$ cat src/hdl/adc_burst_map.vh
// Register map, field positions, reset values and timing counts for the burst controller
`ifndef ADC_BURST_MAP_VH
`define ADC_BURST_MAP_VH

`define ACC_CFG_ADDR 8'hba
`define PWR_TIME_ADDR 8'hbb
`define TRK_TIME_ADDR 8'hbc
`define RES_LOW_ADDR 8'hbd
`define RES_HIGH_ADDR 8'hbe

`define ACC_CFG_RESET 8'h00
`define PWR_TIME_RESET 8'h0f
`define TRK_TIME_RESET 8'h1e

`define TWELVE_BIT_POS 7
`define ACC_EN_POS 6
`define SJ_MSB 5
`define SJ_LSB 3
`define RPT_MSB 2
`define RPT_LSB 0
`define LP_POS 7
`define PWR_MSB 3
`define PWR_LSB 0
`define TRK_MSB 5
`define TRK_LSB 0

`define SJ_RIGHT0 3'h0
`define SJ_RIGHT1 3'h1
`define SJ_RIGHT2 3'h2
`define SJ_RIGHT3 3'h3
`define SJ_LEFT 3'h4

`define RPT_X1 3'h0
`define RPT_X4 3'h1
`define RPT_X8 3'h2
`define RPT_X16 3'h3
`define RPT_X32 3'h4
`define RPT_X64 3'h5

`define CLK_PERIOD_NS 50
`define PWRUP_UNIT_NS 400
`define PWRUP_UNIT_CYC (`PWRUP_UNIT_NS / `CLK_PERIOD_NS)
`define TRACK_UNIT_NS 50
`define TRACK_UNIT_CYC (`TRACK_UNIT_NS / `CLK_PERIOD_NS)
`define TRACK_BASE 64
`define TM_EXTRA_SAR 2'h3

`endif

$ cat src/hdl/result_formatter.v
// Shift and justify formatting of the accumulator for read-back
`timescale 1ns/1ps
`include "adc_burst_map.vh"

module result_formatter (
  input wire [15:0] acc,
  input wire [2:0] shift_justify_select,
  input wire twelve_bit_enable,
  output reg [15:0] formatted
);

  always @* begin
    formatted = acc;
    case (shift_justify_select)
      `SJ_RIGHT0: formatted = acc;
      `SJ_RIGHT1: formatted = acc >> 1;
      `SJ_RIGHT2: formatted = acc >> 2;
      `SJ_RIGHT3: formatted = acc >> 3;
      // Left justify aligns a single sample's MSB with bit 15
      `SJ_LEFT: formatted = twelve_bit_enable ? (acc << 4) : (acc << 6);
      // Reserved codes read unshifted rather than garbage
      default: formatted = acc;
    endcase
  end

endmodule // result_formatter

$ cat src/hdl/adc_burst_accumulate_control.v
// Burst sequencing, accumulation and register file of the converter control
`timescale 1ns/1ps
`include "adc_burst_map.vh"

module adc_burst_accumulate_control #(
  parameter RES_W = 12
) (
  input wire ref_clk,
  input wire rst_n,
  input wire [7:0] sfr_addr,
  input wire [7:0] sfr_wdata,
  input wire sfr_wr,
  input wire sfr_rd,
  output wire [7:0] sfr_rdata,
  input wire converter_enable,
  input wire burst_enable,
  input wire delayed_track_select,
  input wire start_conversion,
  input wire flag_clear,
  input wire sar_clk_en,
  input wire sar_done,
  input wire [RES_W-1:0] sar_result,
  output wire conversion_complete_flag,
  output wire sar_power_on,
  output wire sar_start,
  output wire twelve_bit_enable,
  output wire low_power_select,
  output wire busy
);

  localparam ST_IDLE = 3'd0;
  localparam ST_PWRUP = 3'd1;
  localparam ST_TRACK = 3'd2;
  localparam ST_TMDLY = 3'd3;
  localparam ST_CONV = 3'd4;

  ////////////////////////////////////////////////////////////////////////////
  // Registers

  reg twelve_ff;
  reg acc_en_ff;
  reg [2:0] sj_ff;
  reg [2:0] rpt_ff;
  reg lp_ff;
  reg [3:0] pwr_ff;
  reg [5:0] trk_ff;
  reg [15:0] acc_ff;
  reg [7:0] rdata_ff;
  reg flag_ff;
  reg [2:0] state_ff;
  reg [7:0] cnt_ff;
  reg [1:0] sar_cnt_ff;
  reg [6:0] remain_ff;
  reg start_ff;

  reg [2:0] nxt_state;
  reg [7:0] nxt_cnt;
  reg [1:0] nxt_sar_cnt;
  reg [6:0] nxt_remain;
  reg nxt_start;
  reg [15:0] nxt_acc;
  reg nxt_flag;
  reg [7:0] nxt_rdata;
  reg [6:0] burst_len;

  wire [15:0] formatted;
  wire [15:0] sample_ext;
  wire [31:0] pwrup_cycles;
  wire [31:0] track_cycles;
  wire wr_cfg;
  wire wr_pwr;
  wire wr_trk;
  wire wr_lo;
  wire wr_hi;
  wire conv_end;
  wire flag_set;

  assign wr_cfg = sfr_wr && (sfr_addr == `ACC_CFG_ADDR);
  assign wr_pwr = sfr_wr && (sfr_addr == `PWR_TIME_ADDR);
  assign wr_trk = sfr_wr && (sfr_addr == `TRK_TIME_ADDR);
  assign wr_lo = sfr_wr && (sfr_addr == `RES_LOW_ADDR);
  assign wr_hi = sfr_wr && (sfr_addr == `RES_HIGH_ADDR);

  assign pwrup_cycles = ({28'h0000000, pwr_ff} + 32'h00000001) * `PWRUP_UNIT_CYC;
  assign track_cycles = (`TRACK_BASE - {26'h0000000, trk_ff}) * `TRACK_UNIT_CYC;

  assign sample_ext = {{(16-RES_W){1'b0}}, sar_result};

  always @* begin
    burst_len = 7'h01;
    case (rpt_ff)
      `RPT_X1: burst_len = 7'h01;
      `RPT_X4: burst_len = 7'h04;
      `RPT_X8: burst_len = 7'h08;
      `RPT_X16: burst_len = 7'h10;
      `RPT_X32: burst_len = 7'h20;
      `RPT_X64: burst_len = 7'h40;
      // Reserved codes fall back to a single conversion
      default: burst_len = 7'h01;
    endcase
  end

  ////////////////////////////////////////////////////////////////////////////
  // Configuration registers

  always @(posedge ref_clk or negedge rst_n) begin
    if (!rst_n) begin
      twelve_ff <= 1'b0;
      acc_en_ff <= 1'b0;
      sj_ff <= 3'h0;
      rpt_ff <= 3'h0;
      lp_ff <= 1'b0;
      pwr_ff <= 4'hf;
      trk_ff <= 6'h1e;
    end else begin
      if (wr_cfg) begin
        twelve_ff <= sfr_wdata[`TWELVE_BIT_POS];
        acc_en_ff <= sfr_wdata[`ACC_EN_POS];
        sj_ff <= sfr_wdata[`SJ_MSB:`SJ_LSB];
        rpt_ff <= sfr_wdata[`RPT_MSB:`RPT_LSB];
      end
      if (wr_pwr) begin
        lp_ff <= sfr_wdata[`LP_POS];
        pwr_ff <= sfr_wdata[`PWR_MSB:`PWR_LSB];
      end
      // only the track field is stored
      if (wr_trk) begin
        trk_ff <= sfr_wdata[`TRK_MSB:`TRK_LSB];
      end
    end
  end

  assign twelve_bit_enable = twelve_ff;
  assign low_power_select = lp_ff;

  ////////////////////////////////////////////////////////////////////////////
  // Conversion sequencer

  assign conv_end = (state_ff == ST_CONV) && sar_done;

  always @* begin
    nxt_state = state_ff;
    nxt_cnt = cnt_ff;
    nxt_sar_cnt = sar_cnt_ff;
    nxt_remain = remain_ff;
    nxt_start = 1'b0;
    case (state_ff)
      ST_IDLE: begin
        if (start_conversion) begin
          nxt_remain = burst_enable ? burst_len : 7'h01;
          nxt_sar_cnt = `TM_EXTRA_SAR;
          if (burst_enable && !converter_enable) begin
            // wake the core before the first sample
            nxt_state = ST_PWRUP;
            nxt_cnt = pwrup_cycles[7:0] - 8'h01;
          end else if (burst_enable || converter_enable) begin
            // first sample skips the programmed track time
            if (delayed_track_select) begin
              nxt_state = ST_TMDLY;
            end else begin
              nxt_state = ST_CONV;
              nxt_start = 1'b1;
            end
          end
        end
      end
      ST_PWRUP: begin
        if (cnt_ff == 8'h00) begin
          if (delayed_track_select) begin
            nxt_state = ST_TMDLY;
          end else begin
            nxt_state = ST_CONV;
            nxt_start = 1'b1;
          end
        end else begin
          nxt_cnt = cnt_ff - 8'h01;
        end
      end
      ST_TRACK: begin
        if (cnt_ff == 8'h00) begin
          if (delayed_track_select) begin
            nxt_state = ST_TMDLY;
            nxt_sar_cnt = `TM_EXTRA_SAR;
          end else begin
            nxt_state = ST_CONV;
            nxt_start = 1'b1;
          end
        end else begin
          nxt_cnt = cnt_ff - 8'h01;
        end
      end
      ST_TMDLY: begin
        // three extra converter clocks of tracking
        if (sar_clk_en) begin
          if (sar_cnt_ff == 2'h1) begin
            nxt_state = ST_CONV;
            nxt_start = 1'b1;
          end
          nxt_sar_cnt = sar_cnt_ff - 2'h1;
        end
      end
      ST_CONV: begin
        if (sar_done) begin
          nxt_remain = remain_ff - 7'h01;
          if (remain_ff > 7'h01) begin
            nxt_state = ST_TRACK;
            nxt_cnt = track_cycles[7:0] - 8'h01;
          end else begin
            nxt_state = ST_IDLE;
          end
        end
      end
      default: nxt_state = ST_IDLE;
    endcase
  end

  always @(posedge ref_clk or negedge rst_n) begin
    if (!rst_n) begin
      state_ff <= ST_IDLE;
      cnt_ff <= 8'h00;
      sar_cnt_ff <= 2'h0;
      remain_ff <= 7'h00;
      start_ff <= 1'b0;
    end else begin
      state_ff <= nxt_state;
      cnt_ff <= nxt_cnt;
      sar_cnt_ff <= nxt_sar_cnt;
      remain_ff <= nxt_remain;
      start_ff <= nxt_start;
    end
  end

  assign sar_start = start_ff;
  assign busy = (state_ff != ST_IDLE);

  // powered only while a burst runs when disabled
  assign sar_power_on = converter_enable || (burst_enable && (state_ff != ST_IDLE));

  ////////////////////////////////////////////////////////////////////////////
  // Accumulator and complete flag

  always @* begin
    nxt_acc = acc_ff;
    // Burst without accumulate starts its sum from zero
    if ((state_ff == ST_IDLE) && start_conversion && burst_enable && !acc_en_ff) begin
      nxt_acc = 16'h0000;
    end
    if (conv_end) begin
      if (burst_enable || acc_en_ff) begin
        nxt_acc = acc_ff + sample_ext;
      end else begin
        nxt_acc = sample_ext;
      end
    end
    // software writes load the accumulator, winning over a sample
    if (wr_lo) begin
      nxt_acc[7:0] = sfr_wdata;
    end
    if (wr_hi) begin
      nxt_acc[15:8] = sfr_wdata;
    end
  end

  // flag per conversion or per burst
  assign flag_set = conv_end && (remain_ff == 7'h01);

  always @* begin
    nxt_flag = flag_ff;
    if (flag_clear) begin
      nxt_flag = 1'b0;
    end
    // A completion in the clearing cycle is kept
    if (flag_set) begin
      nxt_flag = 1'b1;
    end
  end

  always @(posedge ref_clk or negedge rst_n) begin
    if (!rst_n) begin
      acc_ff <= 16'h0000;
      flag_ff <= 1'b0;
    end else begin
      acc_ff <= nxt_acc;
      flag_ff <= nxt_flag;
    end
  end

  assign conversion_complete_flag = flag_ff;

  ////////////////////////////////////////////////////////////////////////////
  // Read path

  result_formatter u_fmt (
    .acc(acc_ff),
    .shift_justify_select(sj_ff),
    .twelve_bit_enable(twelve_ff),
    .formatted(formatted)
  );

  always @* begin
    nxt_rdata = rdata_ff;
    if (sfr_rd) begin
      case (sfr_addr)
        `ACC_CFG_ADDR: nxt_rdata = {twelve_ff, 1'b0, sj_ff, rpt_ff};
        `PWR_TIME_ADDR: nxt_rdata = {lp_ff, 3'h0, pwr_ff};
        // reserved and unused bits read zero
        `TRK_TIME_ADDR: nxt_rdata = {2'h0, trk_ff};
        `RES_LOW_ADDR: nxt_rdata = formatted[7:0];
        `RES_HIGH_ADDR: nxt_rdata = formatted[15:8];
        default: nxt_rdata = 8'h00;
      endcase
    end
  end

  always @(posedge ref_clk or negedge rst_n) begin
    if (!rst_n) begin
      rdata_ff <= 8'h00;
    end else begin
      rdata_ff <= nxt_rdata;
    end
  end

  assign sfr_rdata = rdata_ff;

endmodule // adc_burst_accumulate_control

$ cat config.mk
export PLATFORM = sky130hd
export DESIGN_NAME = adc_burst_accumulate_control
export DESIGN_NICKNAME = d
export VERILOG_FILES = /design/src/hdl/result_formatter.v /design/src/hdl/adc_burst_accumulate_control.v
export VERILOG_INCLUDE_DIRS = /design/src /design/src/hdl
export SDC_FILE = /design/constraint.sdc
export NUM_CORES = 1
export LEC_CHECK = 0
export CAP_MARGIN = 20
export CORE_MARGIN = 2
export CORE_UTILIZATION = 59
export DETAILED_ROUTE_END_ITERATION = 6
export DONT_BUFFER_PORTS = 1
export PLACE_DENSITY = 0.8
export SLEW_MARGIN = 20
export SYNTH_ARGS = -nofsm -noshare
export SYNTH_HDL_FRONTEND = slang
export SYNTH_SLANG_ARGS = --single-unit
$ cat constraint.sdc
create_clock -name ref_clk -period 2.5 [get_ports ref_clk]
set_input_delay 0.5 -clock ref_clk [delete_from_list [all_inputs] [get_ports ref_clk]]
set_output_delay 0.5 -clock ref_clk [all_outputs]
set_load 0.02 [all_outputs]
==> out/summary.json <==
{
  "status": "finished clean",
  "core_area_sq_mm": 0.00859,
  "endpoint_kind": "flop",
  "grt_usage": 0.304,
  "antenna_found_initial": 0,
  "crit_path_start_kind": "flop",
  "seq_area_sq_mm": 0.00164,
  "clk_latency_ns": 0.36,
  "synth-async-reset-ratio": 1.00,
  "synth.cell_area_sq_mm": 0.00517,
  "fill_cells": 757,
  "post-cts-setup-buffers": 0,
  "route.detailed.drc": 0,
  "detail_route.wl_per_cell_um": 19.5,
  "worstHoldPathType": "in2async",
  "whs_ns": 0.00711,
  "post_synth_inst_count": 619,
  "yosysWarnings": 0,
  "max_cap_viol_count": 0,
  "ant_nets": 0,
  "num_cts_buffers": 9,
  "area_growth_syn_to_layout_pct": 7.81,
  "post_synthesis_average_cell_area_sq_um": 8.36,
  "dieArea_sq_mm": 0.00953,
  "synth_cell_types": 81,
  "cts.root.buffer_cell": "sky130_fd_sc_hd__clkbuf_8",
  "unrepaired_setup_endpoints_after_global_routing": "no",
  "portBuffers": 0,
  "synth.largest_area_cell": "sky130_fd_sc_hd__dfrtp_1",
  "timing_hold_violations_final": 0,
  "critPathArrivalTime_ns": 2.65,
  "clock-sinks": 65,
  "clock_h_tree_levels": 3,
  "setup_total_negative_slack_ns": 0,
  "syn_nets": 677,
  "antennaDiodeCount": 0,
  "via_per_inst": 6.76,
  "synth_top_area_share": 0.276,
  "path_max_fanout": 3,
  "die_width_um": 97.6,
  "synthTopCellsByArea": "sky130_fd_sc_hd__dfrtp_1 28%, sky130_fd_sc_hd__a21oi_1 4.9%, sky130_fd_sc_hd__mux2i_1 4.8%, sky130_fd_sc_hd__ha_1 4.4%, sky130_fd_sc_hd__nand2_1 4.3%",
  "total_power_mw": 5.31,
  "max-clock-path-buffers": 2,
  "synth_enable_flop_cells": 0,
  "dpl-instance-area_sq_mm": 0.00534,
  "floorplan.initialDensity": 0.602,
  "timing.critical_path.cells": "ha_1, fa_1, a21o_1, a221oi_2, o21ai_0, xor2_1, a222oi_1, a21oi_1",
  "top_level_ports": 53,
  "wl_um": 14400,
  "share_of_post_route_cells_with_drive_strength_above_1": 0.129,
  "cts.reportedPaths.clkPinSlew_ns": 0.09,
  "peak_vdd_ir_v": 0.000594,
  "yosysSeqAreaShare": 0.316,
  "drtIter0Drc": 403,
  "layout_min_cycle_time_ns": 2.41,
  "layout.nets": 683,
  "grt_pass1_vias": 4829,
  "dp.final_hpwl_um": 10500,
  "p_leak_nw": 2.39,
  "clock-skew-final_ns": 0.0126,
  "ys_top_cells_by_count": "59 x sky130_fd_sc_hd__nand2_1, 58 x sky130_fd_sc_hd__nor2_1, 57 x sky130_fd_sc_hd__dfrtp_1, 51 x sky130_fd_sc_hd__a21oi_1, 35 x sky130_fd_sc_hd__o21ai_0",
  "gpl.final_weighted_congestion": 1.01,
  "final.period_utilization": 0.962,
  "grt_first_pass_wirelength_um": 23800,
  "cts_tree": "built",
  "multiInputGateArea_sq_mm": 0.00329,
  "worst_pin_slew_ns": 0.872,
  "most_numerous_cell_in_the_yosys_netlist": "sky130_fd_sc_hd__nand2_1",
  "grt_max_degree": 66,
  "routed-via-count": 4989,
  "globalRouteOverflowTotal": 0,
  "utilization": 0.649,
  "final_cell_area_sq_mm": 0.00558,
  "crit_path_top_delay_cell": "sky130_fd_sc_hd__fa_1",
  "synth_seq_cells": 65,
  "path_class": "reg2reg",
  "crit_required_ns": 2.74,
  "clock.fmax_mhz": 416,
  "setup_viol": 0,
  "detailedRoute.firstPassIterationCount": 5,
  "die_height_um": 97.6,
  "worst_path_max_stage_delay_ns": 0.41,
  "leading_register_cell_type_out_of_synthesis": "sky130_fd_sc_hd__dfrtp_1",
  "timing.max_slew.rel_slack": 0.417,
  "final-max-slew-violation-count": 0,
  "core.rowCount": 34,
  "pwr_density_cell_mw_per_mm2": 952
}
==> power breakdown <==
group	leakage, nW	switching [mW]	total (mW)	internal [mW]
combinational	1.48	1.46	2.66	1.20
clock	0.107	0.463	0.954	0.491
sequential	0.800	0.389	1.69	1.31
==> what timing repair did <==
item                                    4_1_cts  5_1_grt
endpoints found under the setup margin        0        1
hold buffers                                  1        0
gates resized for setup                       0        1
endpoints found under the hold margin        65        0
==> path summary, 6_finish.rpt <==
| kind | from | end | slack (ns) | cells past startpoint |
|---|---|---|---|---|
| min in group ref_clk | sar_done | state_ff[2] | 0.21 | 1 |
| max in group asynchronous | rst_n | trk_ff[2] | 2.17 | 1 |
| min reg2reg | remain_ff[6] | remain_ff[6] | 0.51 | 2 |
| min | rst_n | sar_cnt_ff[1] | 0.007 | 1 |
| max | acc_ff[0] | acc_ff[10] | 0.09 | 8 |
| max reg2reg | acc_ff[0] | acc_ff[10] | 0.09 | 8 |
==> layout by cell type (no fill, tap or decap), types with 6 or more instances in the layout <==
cell	n
sky130_fd_sc_hd__xnor2_1	8
sky130_fd_sc_hd__a22oi_1	8
sky130_fd_sc_hd__nand2b_1	9
sky130_fd_sc_hd__nand2_1	59
sky130_fd_sc_hd__and3_1	11
sky130_fd_sc_hd__nor2b_1	7
sky130_fd_sc_hd__dfrtp_1	56
sky130_fd_sc_hd__dfstp_2	8
sky130_fd_sc_hd__a21o_1	9
sky130_fd_sc_hd__mux2i_1	25
sky130_fd_sc_hd__o211ai_1	6
sky130_fd_sc_hd__o21ai_0	35
sky130_fd_sc_hd__a31oi_1	14
sky130_fd_sc_hd__nor3_1	18
sky130_fd_sc_hd__o22ai_1	10
sky130_fd_sc_hd__nand3_1	13
sky130_fd_sc_hd__o21ai_1	25
sky130_fd_sc_hd__mux2_1	6
sky130_fd_sc_hd__buf_4	27
sky130_fd_sc_hd__nor2_1	58
sky130_fd_sc_hd__clkbuf_8	10
sky130_fd_sc_hd__mux2_2	13
sky130_fd_sc_hd__xor2_1	9
sky130_fd_sc_hd__a221oi_1	6
sky130_fd_sc_hd__ha_1	18
sky130_fd_sc_hd__a21oi_1	51
sky130_fd_sc_hd__inv_1	20
==> final cells by class <==
class                   instances  share of cell area
multi-input cells             501               0.591
flip-flops and latches         65               0.294
repair buffers                 28              0.0413
clock buffers                  10              0.0247
well taps                     108              0.0242
inverters                      20              0.0135
clock inverters                 6              0.0119
==> registers in the layout (all words and copies together), names as in the netlist <==
signal and flops:
pwr_ff 4, acc_ff 16, sar_start 1, sar_cnt_ff 2
conversion_complete_flag 1, state_ff 3, rpt_ff 3, cnt_ff 8
acc_en_ff 1, low_power_select 1, remain_ff 7, trk_ff 6
twelve_bit_enable 1, sj_ff 3, sfr_rdata 8
==> per-layer routing <==
metal | vias up | track usage | wire length (um)
li1 | 2324 | - | -
met1 | 2383 | 0.393 | 5900
met2 | 236 | 0.500 | 7070
met3 | 46 | 0.0568 | 1030
met4 | 0 | 0.126 | 412
met5 | - | 0 | 0
==> critical path, delay by kind of cell (launching register included) <==
| kind | cells | cell delay [ns] |
|---|---|---|
| adders and majority gates | 2 | 0.62 |
| AOI/OAI and AO/OA | 5 | 1.13 |
| DFF | 1 | 0.38 |
| xor gates and xnor gates | 1 | 0.16 |
==> per-stage QoR <==
step                std cells  setup slack [ns]
CTS                       738             0.118
global route              738            0.0118
finish                    738            0.0945
global placement          721            0.0478
detailed placement        721           0.00512
floorplan                 619            0.0833
==> cell families (layout without fill, tap and decap cells) <==
| group | Yosys count | in the layout | synth area share |
|---|---|---|---|
| AOI/OAI and AO/OA | 215 | 215 | 0.269 |
| and+or+nand+nor | 206 | 206 | 0.202 |
| DFF | 65 | 65 | 0.316 |
| buffers and inverters | 53 | 64 | 0.0467 |
| muxes | 44 | 44 | 0.0897 |
| adders and majority gates | 19 | 19 | 0.0474 |
| xor gates and xnor gates | 17 | 17 | 0.0288 |
Power figures use the tool's default switching activity.
